<file path="src/hw/oosts_pkg.sv">
package oosts_pkg;

    // Clock rate and the millisecond tick derived from it.
    localparam int unsigned OOSTS_CLK_PERIOD_NS = 20;
    localparam int unsigned OOSTS_TICK_TIME_US  = 1000;
    localparam int unsigned OOSTS_TICK_CYCLES   =
        OOSTS_TICK_TIME_US * 1000 / OOSTS_CLK_PERIOD_NS;

    // Word indices of the registers; byte address is four times the index.
    localparam logic [3:0] OOSTS_IDX_CTRL = 4'h0;
    localparam logic [3:0] OOSTS_IDX_SUPV = 4'h1;
    localparam logic [3:0] OOSTS_IDX_PD1  = 4'h2;
    localparam logic [3:0] OOSTS_IDX_RD1  = 4'h3;
    localparam logic [3:0] OOSTS_IDX_PD2  = 4'h4;
    localparam logic [3:0] OOSTS_IDX_PD3  = 4'h5;
    localparam logic [3:0] OOSTS_IDX_PD4  = 4'h6;
    localparam logic [3:0] OOSTS_IDX_SEAL = 4'h7;
    localparam logic [3:0] OOSTS_IDX_STAT = 4'h8;

    // Control register bit positions and reset value.
    localparam int unsigned OOSTS_CTRL_EN      = 0;
    localparam int unsigned OOSTS_CTRL_3STEP   = 1;
    localparam int unsigned OOSTS_CTRL_DELAYED = 2;
    localparam int unsigned OOSTS_CTRL_MHO     = 3;
    localparam logic [3:0]  OOSTS_CTRL_RST     = 4'hc;

    // Reset values of supervision level (milli-pu) and timers (ms).
    localparam logic [15:0] OOSTS_SET_RST [1:7] = '{
        16'h0258, 16'h001e, 16'h0032, 16'h0011, 16'h0009, 16'h0011, 16'h0190};

    // AHB transfer type bit that marks an active transfer.
    localparam int unsigned OOSTS_HTRANS_ACTIVE = 1;

    typedef struct packed {
        logic outer;
        logic middle;
        logic inner;
    } oosts_zone_t;

    typedef enum logic [4:0] {
        S_IDLE = 5'h01,
        S_ONE  = 5'h02,
        S_TWO  = 5'h04,
        S_ARM  = 5'h08,
        S_LATE = 5'h10
    } oosts_state_t;

    typedef struct packed {
        logic [4:0]  state;
        oosts_zone_t zone;
        logic        tmr2;
        logic        tmr3;
        logic        tmr4;
        logic        blk;
        logic        unblk;
        logic        dd;
        logic        trip;
        logic        incoming;
        logic        outgoing;
    } oosts_status_t;

endpackage : oosts_pkg

</file>
<file path="src/hw/oosts_top.sv">
// The implementer's own choices: the AHB-Lite interface to the registers and the register addresses.
module oosts_top
    import oosts_pkg::*;
#(
    parameter int unsigned TICK_CYCLES = OOSTS_TICK_CYCLES
) (
    input  wire logic        clk,
    input  wire logic        resetn,
    input  wire logic        hsel,
    input  wire logic [31:0] haddr,
    input  wire logic [1:0]  htrans,
    input  wire logic        hwrite,
    input  wire logic [2:0]  hsize,
    input  wire logic [31:0] hwdata,
    input  wire logic        hready,
    output logic             hreadyout,
    output logic [31:0]      hrdata,
    output logic             hresp,
    input  wire oosts_zone_t zone_raw,
    input  wire oosts_zone_t rgt_blinder,
    input  wire oosts_zone_t lft_blinder,
    input  wire logic [15:0] pos_seq_current,
    input  wire logic        fault_detect_in,
    input  wire logic        trip_block_input,
    output oosts_zone_t      zone_out,
    output logic             timer_two_pickup,
    output logic             timer_three_pickup,
    output logic             timer_four_pickup,
    output logic             swing_block_out,
    output logic             swing_block_releasable_out,
    output logic             disturbance_detect_out,
    output logic             trip_out,
    output logic             incoming_out,
    output logic             outgoing_out
);

    logic [3:0]    ctrl;
    logic [15:0]   set_reg [1:7];
    logic          dp_wr;
    logic [3:0]    dp_idx;
    logic          ap_take;
    logic          ap_map;
    logic [3:0]    ap_idx;
    logic [31:0]   rd_word;
    logic [15:0]   div_cnt;
    logic          tick;
    logic          en;
    logic          three;
    logic          delayed;
    logic          supv_ok;
    logic [2:0]    blind_ok;
    oosts_zone_t   next_zq;
    oosts_zone_t   zq;
    oosts_state_t  state;
    oosts_state_t  next_state;
    logic [3:0]    cond;
    logic [3:0]    expd;
    logic [15:0]   tcnt [0:3];
    logic [15:0]   dly  [0:3];
    logic          blk;
    logic          next_blk;
    logic [15:0]   rd_cnt;
    logic          rd_done;
    logic          kill;
    logic          next_kill;
    logic          enter_arm;
    logic          trip_ev;
    logic [15:0]   seal_cnt;
    logic          trip_act;
    oosts_status_t next_st;
    oosts_status_t st_q;

    // The slave always answers at once with an OKAY response.
    assign hreadyout = 1'b1;
    assign hresp     = 1'b0;

    // Address phase decode; only the low 36 bytes are mapped.
    assign ap_take = hsel & htrans[OOSTS_HTRANS_ACTIVE] & hready;
    assign ap_idx  = haddr[5:2];
    assign ap_map  = (haddr[31:6] == 26'h0) && (ap_idx <= OOSTS_IDX_STAT);

    // Read selection; unmapped words and unused upper bits read as zero.
    assign rd_word = !ap_map ? 32'h0 :
                     (ap_idx == OOSTS_IDX_CTRL) ? {28'h0, ctrl} :
                     (ap_idx == OOSTS_IDX_STAT) ? {15'h0, st_q} :
                     {16'h0, set_reg[ap_idx]};

    // Capture the address phase; read data is loaded for the data phase.
    always_ff @(posedge clk or negedge resetn)
    begin
        if (!resetn)
        begin
            dp_wr  <= 1'b0;
            dp_idx <= 4'h0;
            hrdata <= 32'h0;
        end
        else
        begin
            dp_wr  <= ap_take & hwrite & ap_map;
            dp_idx <= ap_idx;
            if (ap_take & !hwrite)
            begin
                hrdata <= rd_word;
            end
        end
    end

    // Control register write in the data phase.
    always_ff @(posedge clk or negedge resetn)
    begin
        if (!resetn)
        begin
            ctrl <= OOSTS_CTRL_RST;
        end
        else if (dp_wr && dp_idx == OOSTS_IDX_CTRL)
        begin
            ctrl <= hwdata[3:0];
        end
    end

    // Supervision level and timer settings, one 16-bit word each.
    for (genvar gr = 1; gr <= 7; gr++)
    begin : g_set
        always_ff @(posedge clk or negedge resetn)
        begin
            if (!resetn)
            begin
                set_reg[gr] <= OOSTS_SET_RST[gr];
            end
            else if (dp_wr && dp_idx == 4'(gr))
            begin
                set_reg[gr] <= hwdata[15:0];
            end
        end
    end

    // Millisecond tick divider.
    assign tick = (div_cnt == 16'(TICK_CYCLES - 1));

    always_ff @(posedge clk or negedge resetn)
    begin
        if (!resetn)
        begin
            div_cnt <= 16'h0;
        end
        else
        begin
            div_cnt <= tick ? 16'h0 : div_cnt + 16'h1;
        end
    end

    // Mode settings.
    assign en      = ctrl[OOSTS_CTRL_EN];
    assign three   = ctrl[OOSTS_CTRL_3STEP];
    assign delayed = ctrl[OOSTS_CTRL_DELAYED];

    // Zone qualification by supervision, blinders, mode and enable.
    assign supv_ok  = (pos_seq_current >= set_reg[OOSTS_IDX_SUPV]);
    assign blind_ok = ctrl[OOSTS_CTRL_MHO] ? (rgt_blinder & lft_blinder)
                                           : 3'h7;
    assign next_zq  = {3{en & supv_ok}} & zone_raw & blind_ok
                      & {1'b1, three, 1'b1};

    always_ff @(posedge clk or negedge resetn)
    begin
        if (!resetn)
        begin
            zq <= '0;
        end
        else
        begin
            zq <= next_zq;
        end
    end

    // Timer conditions; each depends on the stage reached so far.
    assign cond[0] = (state == S_IDLE) & zq.outer
                     & (three ? !zq.middle : !zq.inner);
    assign cond[1] = (state == S_ONE) & three & zq.middle & !zq.inner;
    assign cond[2] = (three ? (state == S_TWO) : (state == S_ONE))
                     & zq.inner;
    assign cond[3] = (state == S_ARM) & delayed & zq.outer & !zq.inner;

    // Pickup delays of the four timers.
    assign dly[0] = set_reg[OOSTS_IDX_PD1];
    assign dly[1] = set_reg[OOSTS_IDX_PD2];
    assign dly[2] = set_reg[OOSTS_IDX_PD3];
    assign dly[3] = set_reg[OOSTS_IDX_PD4];

    // Pickup timers count ticks while the condition holds, else clear.
    for (genvar gt = 0; gt < 4; gt++)
    begin : g_tmr
        always_ff @(posedge clk or negedge resetn)
        begin
            if (!resetn)
            begin
                tcnt[gt] <= 16'h0;
            end
            else if (!cond[gt])
            begin
                tcnt[gt] <= 16'h0;
            end
            else if (tick && tcnt[gt] != 16'hffff)
            begin
                tcnt[gt] <= tcnt[gt] + 16'h1;
            end
        end
        assign expd[gt] = cond[gt] && (tcnt[gt] >= dly[gt]);
    end

    // Out-of-step sequence; every stage falls back when outer is left.
    always_comb
    begin
        next_state = state;
        unique case (state)
            S_IDLE:
                if (expd[0]) next_state = S_ONE;
            S_ONE:
                if (three && expd[1]) next_state = S_TWO;
                else if (!three && expd[2]) next_state = S_ARM;
            S_TWO:
                if (expd[2]) next_state = S_ARM;
            S_ARM:
                if (delayed && expd[3]) next_state = S_LATE;
            S_LATE:
                next_state = S_LATE;
            default:
                next_state = S_IDLE;
        endcase
        if (!zq.outer || !en)
        begin
            next_state = S_IDLE;
        end
    end

    always_ff @(posedge clk or negedge resetn)
    begin
        if (!resetn)
        begin
            state <= S_IDLE;
        end
        else
        begin
            state <= next_state;
        end
    end

    // Swing block sets after delay 1, drops after reset delay outside.
    assign rd_done  = blk & !zq.outer & (rd_cnt >= set_reg[OOSTS_IDX_RD1]);
    assign next_blk = en & (expd[0] | (blk & !rd_done));
    // A fault once blocking is up releases the unblock output.
    assign next_kill = next_blk & blk & (kill | fault_detect_in);

    always_ff @(posedge clk or negedge resetn)
    begin
        if (!resetn)
        begin
            blk    <= 1'b0;
            kill   <= 1'b0;
            rd_cnt <= 16'h0;
        end
        else
        begin
            blk  <= next_blk;
            kill <= next_kill;
            if (!blk || zq.outer)
            begin
                rd_cnt <= 16'h0;
            end
            else if (tick && rd_cnt != 16'hffff)
            begin
                rd_cnt <= rd_cnt + 16'h1;
            end
        end
    end

    // Trip events: on arming in early mode, on leaving outer when late.
    assign enter_arm = (state != S_ARM) & (next_state == S_ARM);
    assign trip_ev   = delayed ? ((state == S_LATE) & !zq.outer)
                               : enter_arm;
    assign trip_act  = trip_ev | (seal_cnt != 16'h0);

    // Seal-in counter keeps the trip up for the hold time in ms.
    always_ff @(posedge clk or negedge resetn)
    begin
        if (!resetn)
        begin
            seal_cnt <= 16'h0;
        end
        else if (!en)
        begin
            seal_cnt <= 16'h0;
        end
        else if (trip_ev)
        begin
            seal_cnt <= set_reg[OOSTS_IDX_SEAL];
        end
        else if (tick && seal_cnt != 16'h0)
        begin
            seal_cnt <= seal_cnt - 16'h1;
        end
    end

    // Gather all outputs; the trip block only gates the trip itself.
    always_comb
    begin
        next_st          = '0;
        next_st.state    = state;
        next_st.zone     = zq;
        next_st.tmr2     = cond[1];
        next_st.tmr3     = cond[2];
        next_st.tmr4     = cond[3];
        next_st.blk      = blk;
        next_st.unblk    = blk & !kill;
        next_st.dd       = en & fault_detect_in;
        next_st.trip     = en & trip_act & !trip_block_input;
        next_st.incoming = en & enter_arm;
        next_st.outgoing = en & !zq.outer
                           & ((state == S_ARM) | (state == S_LATE));
    end

    always_ff @(posedge clk or negedge resetn)
    begin
        if (!resetn)
        begin
            st_q <= '0;
        end
        else
        begin
            st_q <= next_st;
        end
    end

    // Output pins come straight from the status flops.
    assign zone_out                   = st_q.zone;
    assign timer_two_pickup           = st_q.tmr2;
    assign timer_three_pickup         = st_q.tmr3;
    assign timer_four_pickup          = st_q.tmr4;
    assign swing_block_out            = st_q.blk;
    assign swing_block_releasable_out = st_q.unblk;
    assign disturbance_detect_out     = st_q.dd;
    assign trip_out                   = st_q.trip;
    assign incoming_out               = st_q.incoming;
    assign outgoing_out               = st_q.outgoing;

endmodule : oosts_top

</file>
<file path="config.mk">
export PLATFORM = sky130hd
export DESIGN_NAME = oosts_top
export DESIGN_NICKNAME = d
export VERILOG_FILES = /design/src/hw/oosts_pkg.sv /design/src/hw/oosts_top.sv
export SDC_FILE = /design/constraint.sdc
export NUM_CORES = 1
export LEC_CHECK = 0
export BUFFER_PORTS_ARGS = -buffer_cell sky130_fd_sc_hd__buf_4
export CAP_MARGIN = 20
export CORE_UTILIZATION = 45
export CTS_CLUSTER_SIZE = 25
export DETAILED_ROUTE_END_ITERATION = 16
export GPL_ROUTABILITY_DRIVEN = 0
export SYNTH_ARGS = -nofsm -noshare
export SYNTH_HDL_FRONTEND = slang
export SYNTH_SLANG_ARGS = --single-unit
</file>
<file path="constraint.sdc">
create_clock -name clk -period 3.4 [get_ports clk]
set_clock_uncertainty 0.2 [all_clocks]
set_input_delay 0.17 -clock clk [delete_from_list [all_inputs] [get_ports clk]]
set_output_delay 0.17 -clock clk [all_outputs]
set_load 0.005 [all_outputs]
</file>
* After elaboration in Yosys (flattened, before gate mapping)
Index checks and enable logic that the tools add are counted.
** Storage, ports and cells
- Bits in registers :: 292
- Output and inout bits :: 46
- Logic and storage cells :: 187
** Cells by class
- $add $sub $neg :: 7
- $lt $le $gt $ge :: 8
- Eq/ne operators :: 26
- Mux-type cells :: 31
- Bitwise operators :: 39
- Reduce and logical (&&, ||, !) cells :: 39
** Operators by type and width (count)
- 16-bit 2-to-1 mux :: 16
- 16-bit by 1-bit adder with 16-bit output (second input constant) :: 6
- 16-bit greater-or-equal comparator :: 6
- 16-bit inequality test (second input constant) :: 5
- 17-bit 2-to-1 mux :: 3
- 16-bit binary-select mux with 3-bit select :: 1
- 1-bit AND :: 30
- 5-bit 2-to-1 mux :: 6
- 26-bit zero test :: 1
- 5-bit case mux with 5 select lines :: 1
- 1-bit logical AND :: 22
- 16-bit equality test (second input constant) :: 1
- 4-bit by 3-bit equality test with 1-bit output (second input constant) :: 4
- 16-bit nonzero test :: 1
- 16-bit by 1-bit subtractor with 16-bit output (second input constant) :: 1
- 3-bit AND :: 4
- 5-bit by 4-bit equality test with 1-bit output (second input constant) :: 2
- 1-bit zero test :: 10
- 4-bit by 2-bit equality test with 1-bit output (second input constant) :: 2
- 4-bit zero test :: 2
- 2-bit by 1-bit inequality test with 1-bit output (second input constant) :: 4
- 5-bit by 1-bit equality test with 1-bit output (second input constant) :: 1
- 5-bit by 2-bit equality test with 1-bit output (second input constant) :: 1
- 5-bit by 3-bit equality test with 1-bit output (second input constant) :: 1
- 13 further kinds :: 19

* Depth between registers and ports, before layout
Gate-level depths: netlist (run 1).
- Depth in word-level cells :: 15
- Mapped depth :: 10
- Gate-level depth less buffers :: 9

* Worst setup path after synthesis (run 1)
Ideal clock, no wire load.
- Path type :: reg2reg
- Start point :: register state[1]
- End point :: register state[1]
- Arrival :: 2.724 ns
- Required time :: 3.074 ns
- Path slack :: 0.350 ns
- Stages on the path, launching flop included :: 9
- Cells stage by stage :: dfrtp_1 -> buf_6 -> or3_4 -> or4_4 -> or4_1 -> o32ai_2 -> nor3_1 -> a41o_1 -> o311a_1
** Between the ends
- Cells in the longest elaborated chain, start to end :: 9
- Elaborated cells on any way between the ends :: 29
- Classes of those cells :: 5 x eq/ne; 8 x mux; 9 x bitwise; 7 x reduce/logical
** RTL lines
- from (decl) :: RTL line oosts_top.sv:54 : oosts_state_t state;
- from (signal assigned) :: RTL line oosts_top.sv:244 : state <= next_state;
- 5-bit by 4-bit equality test with 1-bit output (tied with other cells) :: RTL line oosts_top.sv:182, oosts_top.sv:215
- 1-bit AND (tied with other cells) :: RTL line oosts_top.sv:182 : assign cond[3] = (state == S_ARM) & delayed & zq.outer & !zq.inner;
- 1-bit AND, on equally long branches :: RTL line oosts_top.sv:182, oosts_top.sv:179, oosts_top.sv:181
- 1-bit AND (tied with other cells) :: RTL line oosts_top.sv:182
- 1-bit logical AND, on equally long branches :: RTL line oosts_top.sv:208, oosts_top.sv:220
- 1-bit logical AND (tied with other cells) :: RTL line oosts_top.sv:224 : if (delayed && expd[3]) next_state = S_LATE;
- 5-bit 2-to-1 mux, on equally long branches :: RTL line oosts_top.sv:224, oosts_top.sv:219
- 5-bit case mux with 5 select lines * :: RTL line oosts_top.sv:215 : unique case (state)
- 5-bit 2-to-1 mux * :: RTL line oosts_top.sv:230 : if (!zq.outer || !en)
- via next_state[1] :: RTL line oosts_top.sv:55 : oosts_state_t next_state;
The timed path passes the listed nets; every way through them passes the cells marked *.
A chain may end at the register's enable or synchronous reset.

* Final worst setup path (run 1)
- Start point :: register state[0]
- End point :: register state[1]
The elaborated chain is that of the path after synthesis.

==> results.py, run 1 <==
metrics = {
    "setup_path": {
        "endpoint": "state[1]",
        "rr_endpoint": "state[1]",
        "cp-startpoint": "state[0]",
        "cp_max_fo": 8,
        "cp.required_ps": 3650,
        "reg2reg_from": "state[0]",
        "r2r_cells": 7,
        "critPathSlowestCell": "or4_1",
        "endpoint_kind": "flip-flop",
        "path_cells": "or3_4 > or4_4 > or4_1 > o32ai_2 > nor3_1 > a41o_1 > o311a_1",
        "crit_type": "flip-flop to flip-flop",
        "start_kind": "flip-flop",
        "critPathMaxStageDelay_ps": 550,
        "rrSetupSlack_ps": 240,
        "critPathArrivalTime_ps": 3410,
    },
    "clocking": {
        "cts_buffers": 31,
        "clock-sinks": 277,
        "insertion_delay_ps": 570,
        "clk_pin_slew_worst_paths_ps": 60,
        "cts_root_buf": "clkbuf_16",
        "cts_max_level": 1,
        "cts_tree": "built",
        "postCtsSetupRepairBufs": 0,
        "cts.path.max_buffers": 3,
    },
    "logic_synthesis": {
        "synth_edf_count": 0,
        "yosysSeqAreaShare_pct": 45.5,
        "ys_types": 65,
        "synth_seq_cells": 277,
        "ys.flop_type": "dfrtp_1",
        "async_flop_share_pct": 100,
        "synth_area_mm2": 0.0153,
        "syn_inst": 1519,
        "yosysWarnings": 0,
        "postSynthAreaPerCell_um2": 10.1,
    },
    "floorplan": {
        "die_area_mm2": 0.0348,
        "io_pins": 147,
        "die_w_um": 186,
        "placementRows": 67,
        "core_mm2": 0.0335,
        "start_util_pct": 45.7,
        "die_height_um": 186,
    },
    "power": {
        "clkPwrFrac_pct": 45.0,
        "p_leak_nw": 8.47,
        "power_mw": 7.05,
        "vdd_drop_max_mv": 0.400,
        "intPower_mw": 5.36,
        "p_switching_mw": 1.70,
        "pwr-share-comb_pct": 7.1,
        "p_sw_share_pct": 24.1,
        "pwr-share-seq_pct": 47.9,
        "p_per_area_mw_per_mm2": 392,
    },
    "global_route": {
        "gr-total-overflow": 0,
        "grt_pass1_wl_mm": 67.6,
        "grt_antenna_before_repair": 0,
        "grt_max_degree": 94,
        "grt_pass1_vias": 11700,
        "grtUsageTotal_pct": 25.0,
    },
    "sta": {
        "tightest_slew_ps": 908,
        "maxSlewViolCount": 0,
        "rsz0062_at_grt": "no",
        "setup_viol": 0,
        "period_needed_ps": 3160,
        "finalSetupTns_ps": 0,
        "max_freq_ghz": 0.316,
        "finalCritPeriodShare_pct": 93.0,
        "max_slew_margin_pct": 39.3,
        "setup_ws_ps": 239,
        "hold_viol_final": 0,
    },
    "drt": {
        "first_pass_iters": 5,
        "ant_nets": 0,
        "drcViolationCount": 0,
        "routed_via_density": 5.58,
        "vias": 11900,
        "wl_per_cell_um": 20.0,
        "drt_iter0_markers": 931,
        "wl_mm": 42.7,
    },
    "place": {
        "hpwlAfterDp_mm": 31.3,
        "port_buffers": 107,
        "pre_cts_slack_ps": 218,
        "place_area_mm2": 0.0166,
    },
    "finish": {
        "finalNetCount": 1866,
        "seq_area_mm2": 0.00696,
        "drive_gt1_share_pct": 18.6,
        "fin_util_pct": 53.6,
        "area_delta_synth_final_pct": 17.4,
        "multi_input_area_mm2": 0.00764,
        "stdcell_area_mm2": 0.0180,
        "nFillCells": 3002,
        "diodes": 0,
    },
    "worst_hold_path": {
        "hold_class": "primary input to async pin",
    },
    "status": {
        "outcome": "completed",
    },
    "run": {
        "cap_violations": 0,
    },
}
[kinds of logic after synthesis]
family	after synthesis	share of synthesized area (%)
other	2	0.0491
adder cells (fa/ha/maj)	103	8.42
XOR/XNOR	94	5.38
buffers and inverters	189	5.17
AND/OR/NAND/NOR	490	15.7
multiplexers	111	9.50
flip-flops	277	45.5
AO/OA/AOI/OAI	253	10.3
[cell type report]
cell class	count	share of cell area [%]
inverter	112	2.34
clock inverter	10	0.348
sequential	277	38.7
multi-input combinational	1068	42.5
tap	448	3.12
timing repair buffer	172	8.03
clock buffer	46	4.96
[stage by stage]
step,hold WS (ps),instances
final,37.0,2133
after global routing,82.3,2133
after CTS,34.8,2133
after detailed placement,62.7,2039
after global placement,59.6,2039
after floorplan,-326,1534
[power by group through the flow]
stage | clock, mW | combinational, mW | sequential (mW)
2_1_floorplan | 0 | 0.216 | 3.42
3_3_place_gp | 0 | 0.459 | 3.44
3_5_place_dp | 0 | 0.467 | 3.44
4_1_cts | 3.24 | 0.499 | 3.38
5_1_grt | 3.38 | 0.543 | 3.38
6_report | 3.17 | 0.500 | 3.38
[routing by layer]
layer,GRT usage (%),routed length (um),up-vias
met4,9.82,1700,0
met5,0,0,-
met1,35.9,19800,5892
met3,4.02,2230,78
met2,37.9,18900,316
li1,-,-,5619
[how the worst min path moves through the flow]
stage / startpoint / endpoint / slack, ps / cells past startpoint
after floorplan: resetn / blk / -330 / 0
after global placement: resetn / tcnt[46] / 60 / 1
after detailed placement: resetn / tcnt[45] / 60 / 1
after CTS: pos_seq_current[7] / next_st[11] / 30 / 5
after global routing: pos_seq_current[15] / next_st[11] / 80 / 6
final: resetn / tcnt[45] / 40 / 2
[critical path: cells and delay by family (launching register included)]
family / cells / cell delay [ps]
flops: 1 / 410
compound gates: 3 / 830
simple gates: 4 / 1620
[cells in the mapped netlist, types with 4 or more instances]
cell type,n,area share (%)
and2_1,11,0.45
a211oi_1,32,1.6
nor3b_1,5,0.25
nor2_1,137,3.4
or4_1,9,0.44
a221oi_1,14,0.80
a22oi_1,5,0.25
or3_1,14,0.57
nand2b_1,14,0.57
buf_4,20,0.98
ha_1,103,8.4
dfrtp_1,254,42
nand2_1,143,3.5
nand4b_1,4,0.23
a21oi_1,52,1.7
nand4_1,36,1.5
xor2_1,49,2.8
nor2b_1,10,0.41
xnor2_1,45,2.6
clkbuf_1,50,1.2
a21o_1,13,0.64
mux4_2,20,2.9
inv_1,111,2.7
and4_1,15,0.86
buf_1,6,0.15
and3_1,13,0.53
a31oi_1,8,0.33
nand3b_1,4,0.20
o21ai_0,94,3.1
nand3_1,27,0.88
mux2_2,74,5.4
nor4_1,15,0.61
dfstp_2,23,3.9
nor3_1,23,0.75
mux2i_1,17,1.1
[placed cells by master (no fill, tap or decap), types with 10 or more instances in the layout]
cell	Yosys	routed
and4_1	15	15
a21o_1	13	13
nor4_1	15	14
o21ai_0	94	94
nand4_1	36	36
clkbuf_16	0	31
and3_1	13	13
xnor2_1	45	45
ha_1	103	103
a211oi_1	32	32
conb_1	2	17
a221oi_1	14	14
dlygate4sd3_1	0	38
mux2i_1	17	17
or3_1	14	14
nand2_1	143	143
a21oi_1	52	52
dfrtp_1	254	254
and2_1	11	11
buf_4	20	129
dfstp_2	23	23
inv_1	111	111
nor2b_1	10	10
mux4_2	20	20
nor3_1	23	22
nand3_1	27	27
xor2_1	49	49
mux2_2	74	74
nand2b_1	14	14
nor2_1	137	137
[timing repair]
| item | 4_1_cts | 5_1_grt |
|---|---|---|
| resized for setup | 0 | 1 |
| endpoints found under the setup margin | 0 | 1 |
| hold endpoints to repair | 283 | 0 |
| hold buffers | 38 | 0 |
Power figures use the tool's default switching activity.
==> run 2, diff against run 1 <==
- BUFFER_PORTS_ARGS: -buffer_cell sky130_fd_sc_hd__buf_4 -> -buffer_cell sky130_fd_sc_hd__buf_2
==> run 2 against run 1 <==
Net effect:
- the flow now finishes with violations (hold timing)
- sequential cell count stayed put
- maximum frequency is 1.2% higher
- combinational power is 5.8% lower
- final cell count is 0.19% higher
- core utilization is 0.50 points lower
- register-to-register slack better by 40 ps
- first-iteration DRC count is 25% lower
- sequential share of layout area is 0.36 points higher
- routed wire length is 0.53% lower
- sequential power hardly changed
- hold slack worse by 38 ps
- total power is 3.7% higher
- largest cell class unchanged
- largest power group is now the clock network
==> results.py, run 2 (synthesis gave the netlist of run 1 again) <==
metrics = {
    "status": {
        "outcome": "complete, but fails checks",
        "violations": "hold timing",
    },
    "finish": {
        "area_delta_synth_final_pct": 16.4,
        "fin_util_pct": 53.1,
        "diodes": 0,
        "layout_commonest_cell": "dfrtp_1",
        "layout_common_cells": "254 x dfrtp_1, 143 x nand2_1, 137 x nor2_1",
        "drive_gt1_share_pct": 18.8,
        "finalNetCount": 1869,
        "stdcell_area_mm2": 0.0178,
    },
    "power": {
        "p_per_area_mw_per_mm2": 411,
        "vdd_drop_max_mv": 0.427,
        "power_mw": 7.32,
        "p_leak_nw": 8.47,
    },
    "setup_path": {
        "cp_max_fo": 6,
        "cp.required_ps": 3640,
        "endpoint_kind": "flip-flop",
        "start_kind": "flip-flop",
        "crit_type": "flip-flop to flip-flop",
        "rrSetupSlack_ps": 280,
        "critPathArrivalTime_ps": 3370,
    },
    "clocking": {
        "cts_root_buf": "clkbuf_16",
        "clock-sinks": 277,
        "cts_tree": "built",
        "cts.path.max_buffers": 3,
        "insertion_delay_ps": 580,
        "cts_buffers": 31,
        "clk_pin_slew_worst_paths_ps": 60,
        "cts_max_level": 1,
    },
    "sta": {
        "setup_ws_ps": 275,
        "tightest_slew_ps": 927,
        "max_slew_margin_pct": 38.0,
        "maxSlewViolCount": 0,
        "hold_viol_final": 1,
        "setup_viol": 0,
        "max_freq_ghz": 0.320,
        "period_needed_ps": 3120,
        "rsz0062_at_grt": "no",
        "finalCritPeriodShare_pct": 91.9,
        "finalSetupTns_ps": 0,
        "holdWs_ps": -1.54,
    },
    "drt": {
        "wl_met1_mm": 19.9,
        "first_pass_iters": 7,
        "wl_mm": 42.5,
        "route.met3.wl_mm": 2.73,
        "routed_via_density": 5.57,
        "dr_wl_met2_mm": 18.4,
        "vias": 11900,
        "highest_layer": "met5",
        "drt_iter0_markers": 700,
        "drcViolationCount": 0,
        "wl_per_cell_um": 19.9,
        "ant_nets": 0,
    },
    "place": {
        "place_area_mm2": 0.0164,
        "pre_cts_slack_ps": 272,
        "port_buffers": 107,
        "hpwlAfterDp_mm": 31.3,
    },
    "global_route": {
        "gr-total-overflow": 0,
        "grtUsageTotal_pct": 24.9,
        "grt_max_degree": 96,
        "grt_antenna_before_repair": 1,
        "grt_pass1_vias": 11600,
        "grt_pass1_wl_mm": 67.0,
    },
    "floorplan": {
        "core_mm2": 0.0335,
        "die_height_um": 186,
        "die_w_um": 186,
        "io_pins": 147,
        "start_util_pct": 45.7,
        "placementRows": 67,
        "die_area_mm2": 0.0348,
    },
    "worst_hold_path": {
        "hold_class": "primary input to async pin",
    },
    "run": {
        "cap_violations": 0,
    },
}
## run 2: cell count changes in the layout (fill, tap and decap cells not counted), sizes merged
| cell | change |
|---|---|
| clkinvlp | -5 |
| bufinv | +4 |
| buf | +3 |
| clkinv | +2 |
| clkbuf | -1 |
| inv | +1 |
## run 2: what timing repair did
action                                  4_1_cts  5_1_grt
endpoints found under the setup margin        0        1
hold buffers                                 38        0
gates resized for setup                       0        1
buffers inserted                              0        0
endpoints found under the hold margin       234        0
## run 2: area by class of cell
type | instances | area, um^2
sequential | 277 | 6960
multi-input combinational | 1068 | 7640
fill | 3089 | 15700
tap | 448 | 561
inverter | 112 | 420
clock inverter | 12 | 168
timing repair buffer | 175 | 1180
clock buffer | 45 | 888
## run 2: worst paths after layout
path,end,start,cells after the start
setup / recovery,rd_cnt[6],div_cnt[12],7
hold / removal,tcnt[39],resetn,2
setup reg to reg,rd_cnt[6],div_cnt[12],7
hold reg to reg,zone_out[1],next_st[10],0
max in group asynchronous,tcnt[57],resetn,3
min in group clk,next_st[11],pos_seq_current[7],5
## run 2: metrics by stage
stage	hold slack [ps]	cells
3_5_place_dp	69.7	2042
3_3_place_gp	67.3	2042
4_1_cts	35.5	2137
6_report	-1.54	2137
2_1_floorplan	-326	1534
5_1_grt	75.9	2137
## run 2: metal layers
metal	track usage, %	vias to the layer above
met3	4.25	82
met5	0	-
li1	-	5613
met4	7.79	2
met2	37.4	317
met1	36.5	5890
## run 2: critical path, stage by stage, from the launching register on
cell and delay (ps):
dfrtp_1 430, or4_1 580, or4_1 620, a41o_1 340
a21oi_1 400, and4_1 270, xnor2_1 110, nor2_1 50
## run 2: power breakdown
part	total [mW]	switching, mW	internal, mW
Sequential	3.38	0.0428	3.34
Clock	3.46	1.36	2.10
Combinational	0.471	0.284	0.187
Total	7.32	1.68	5.63
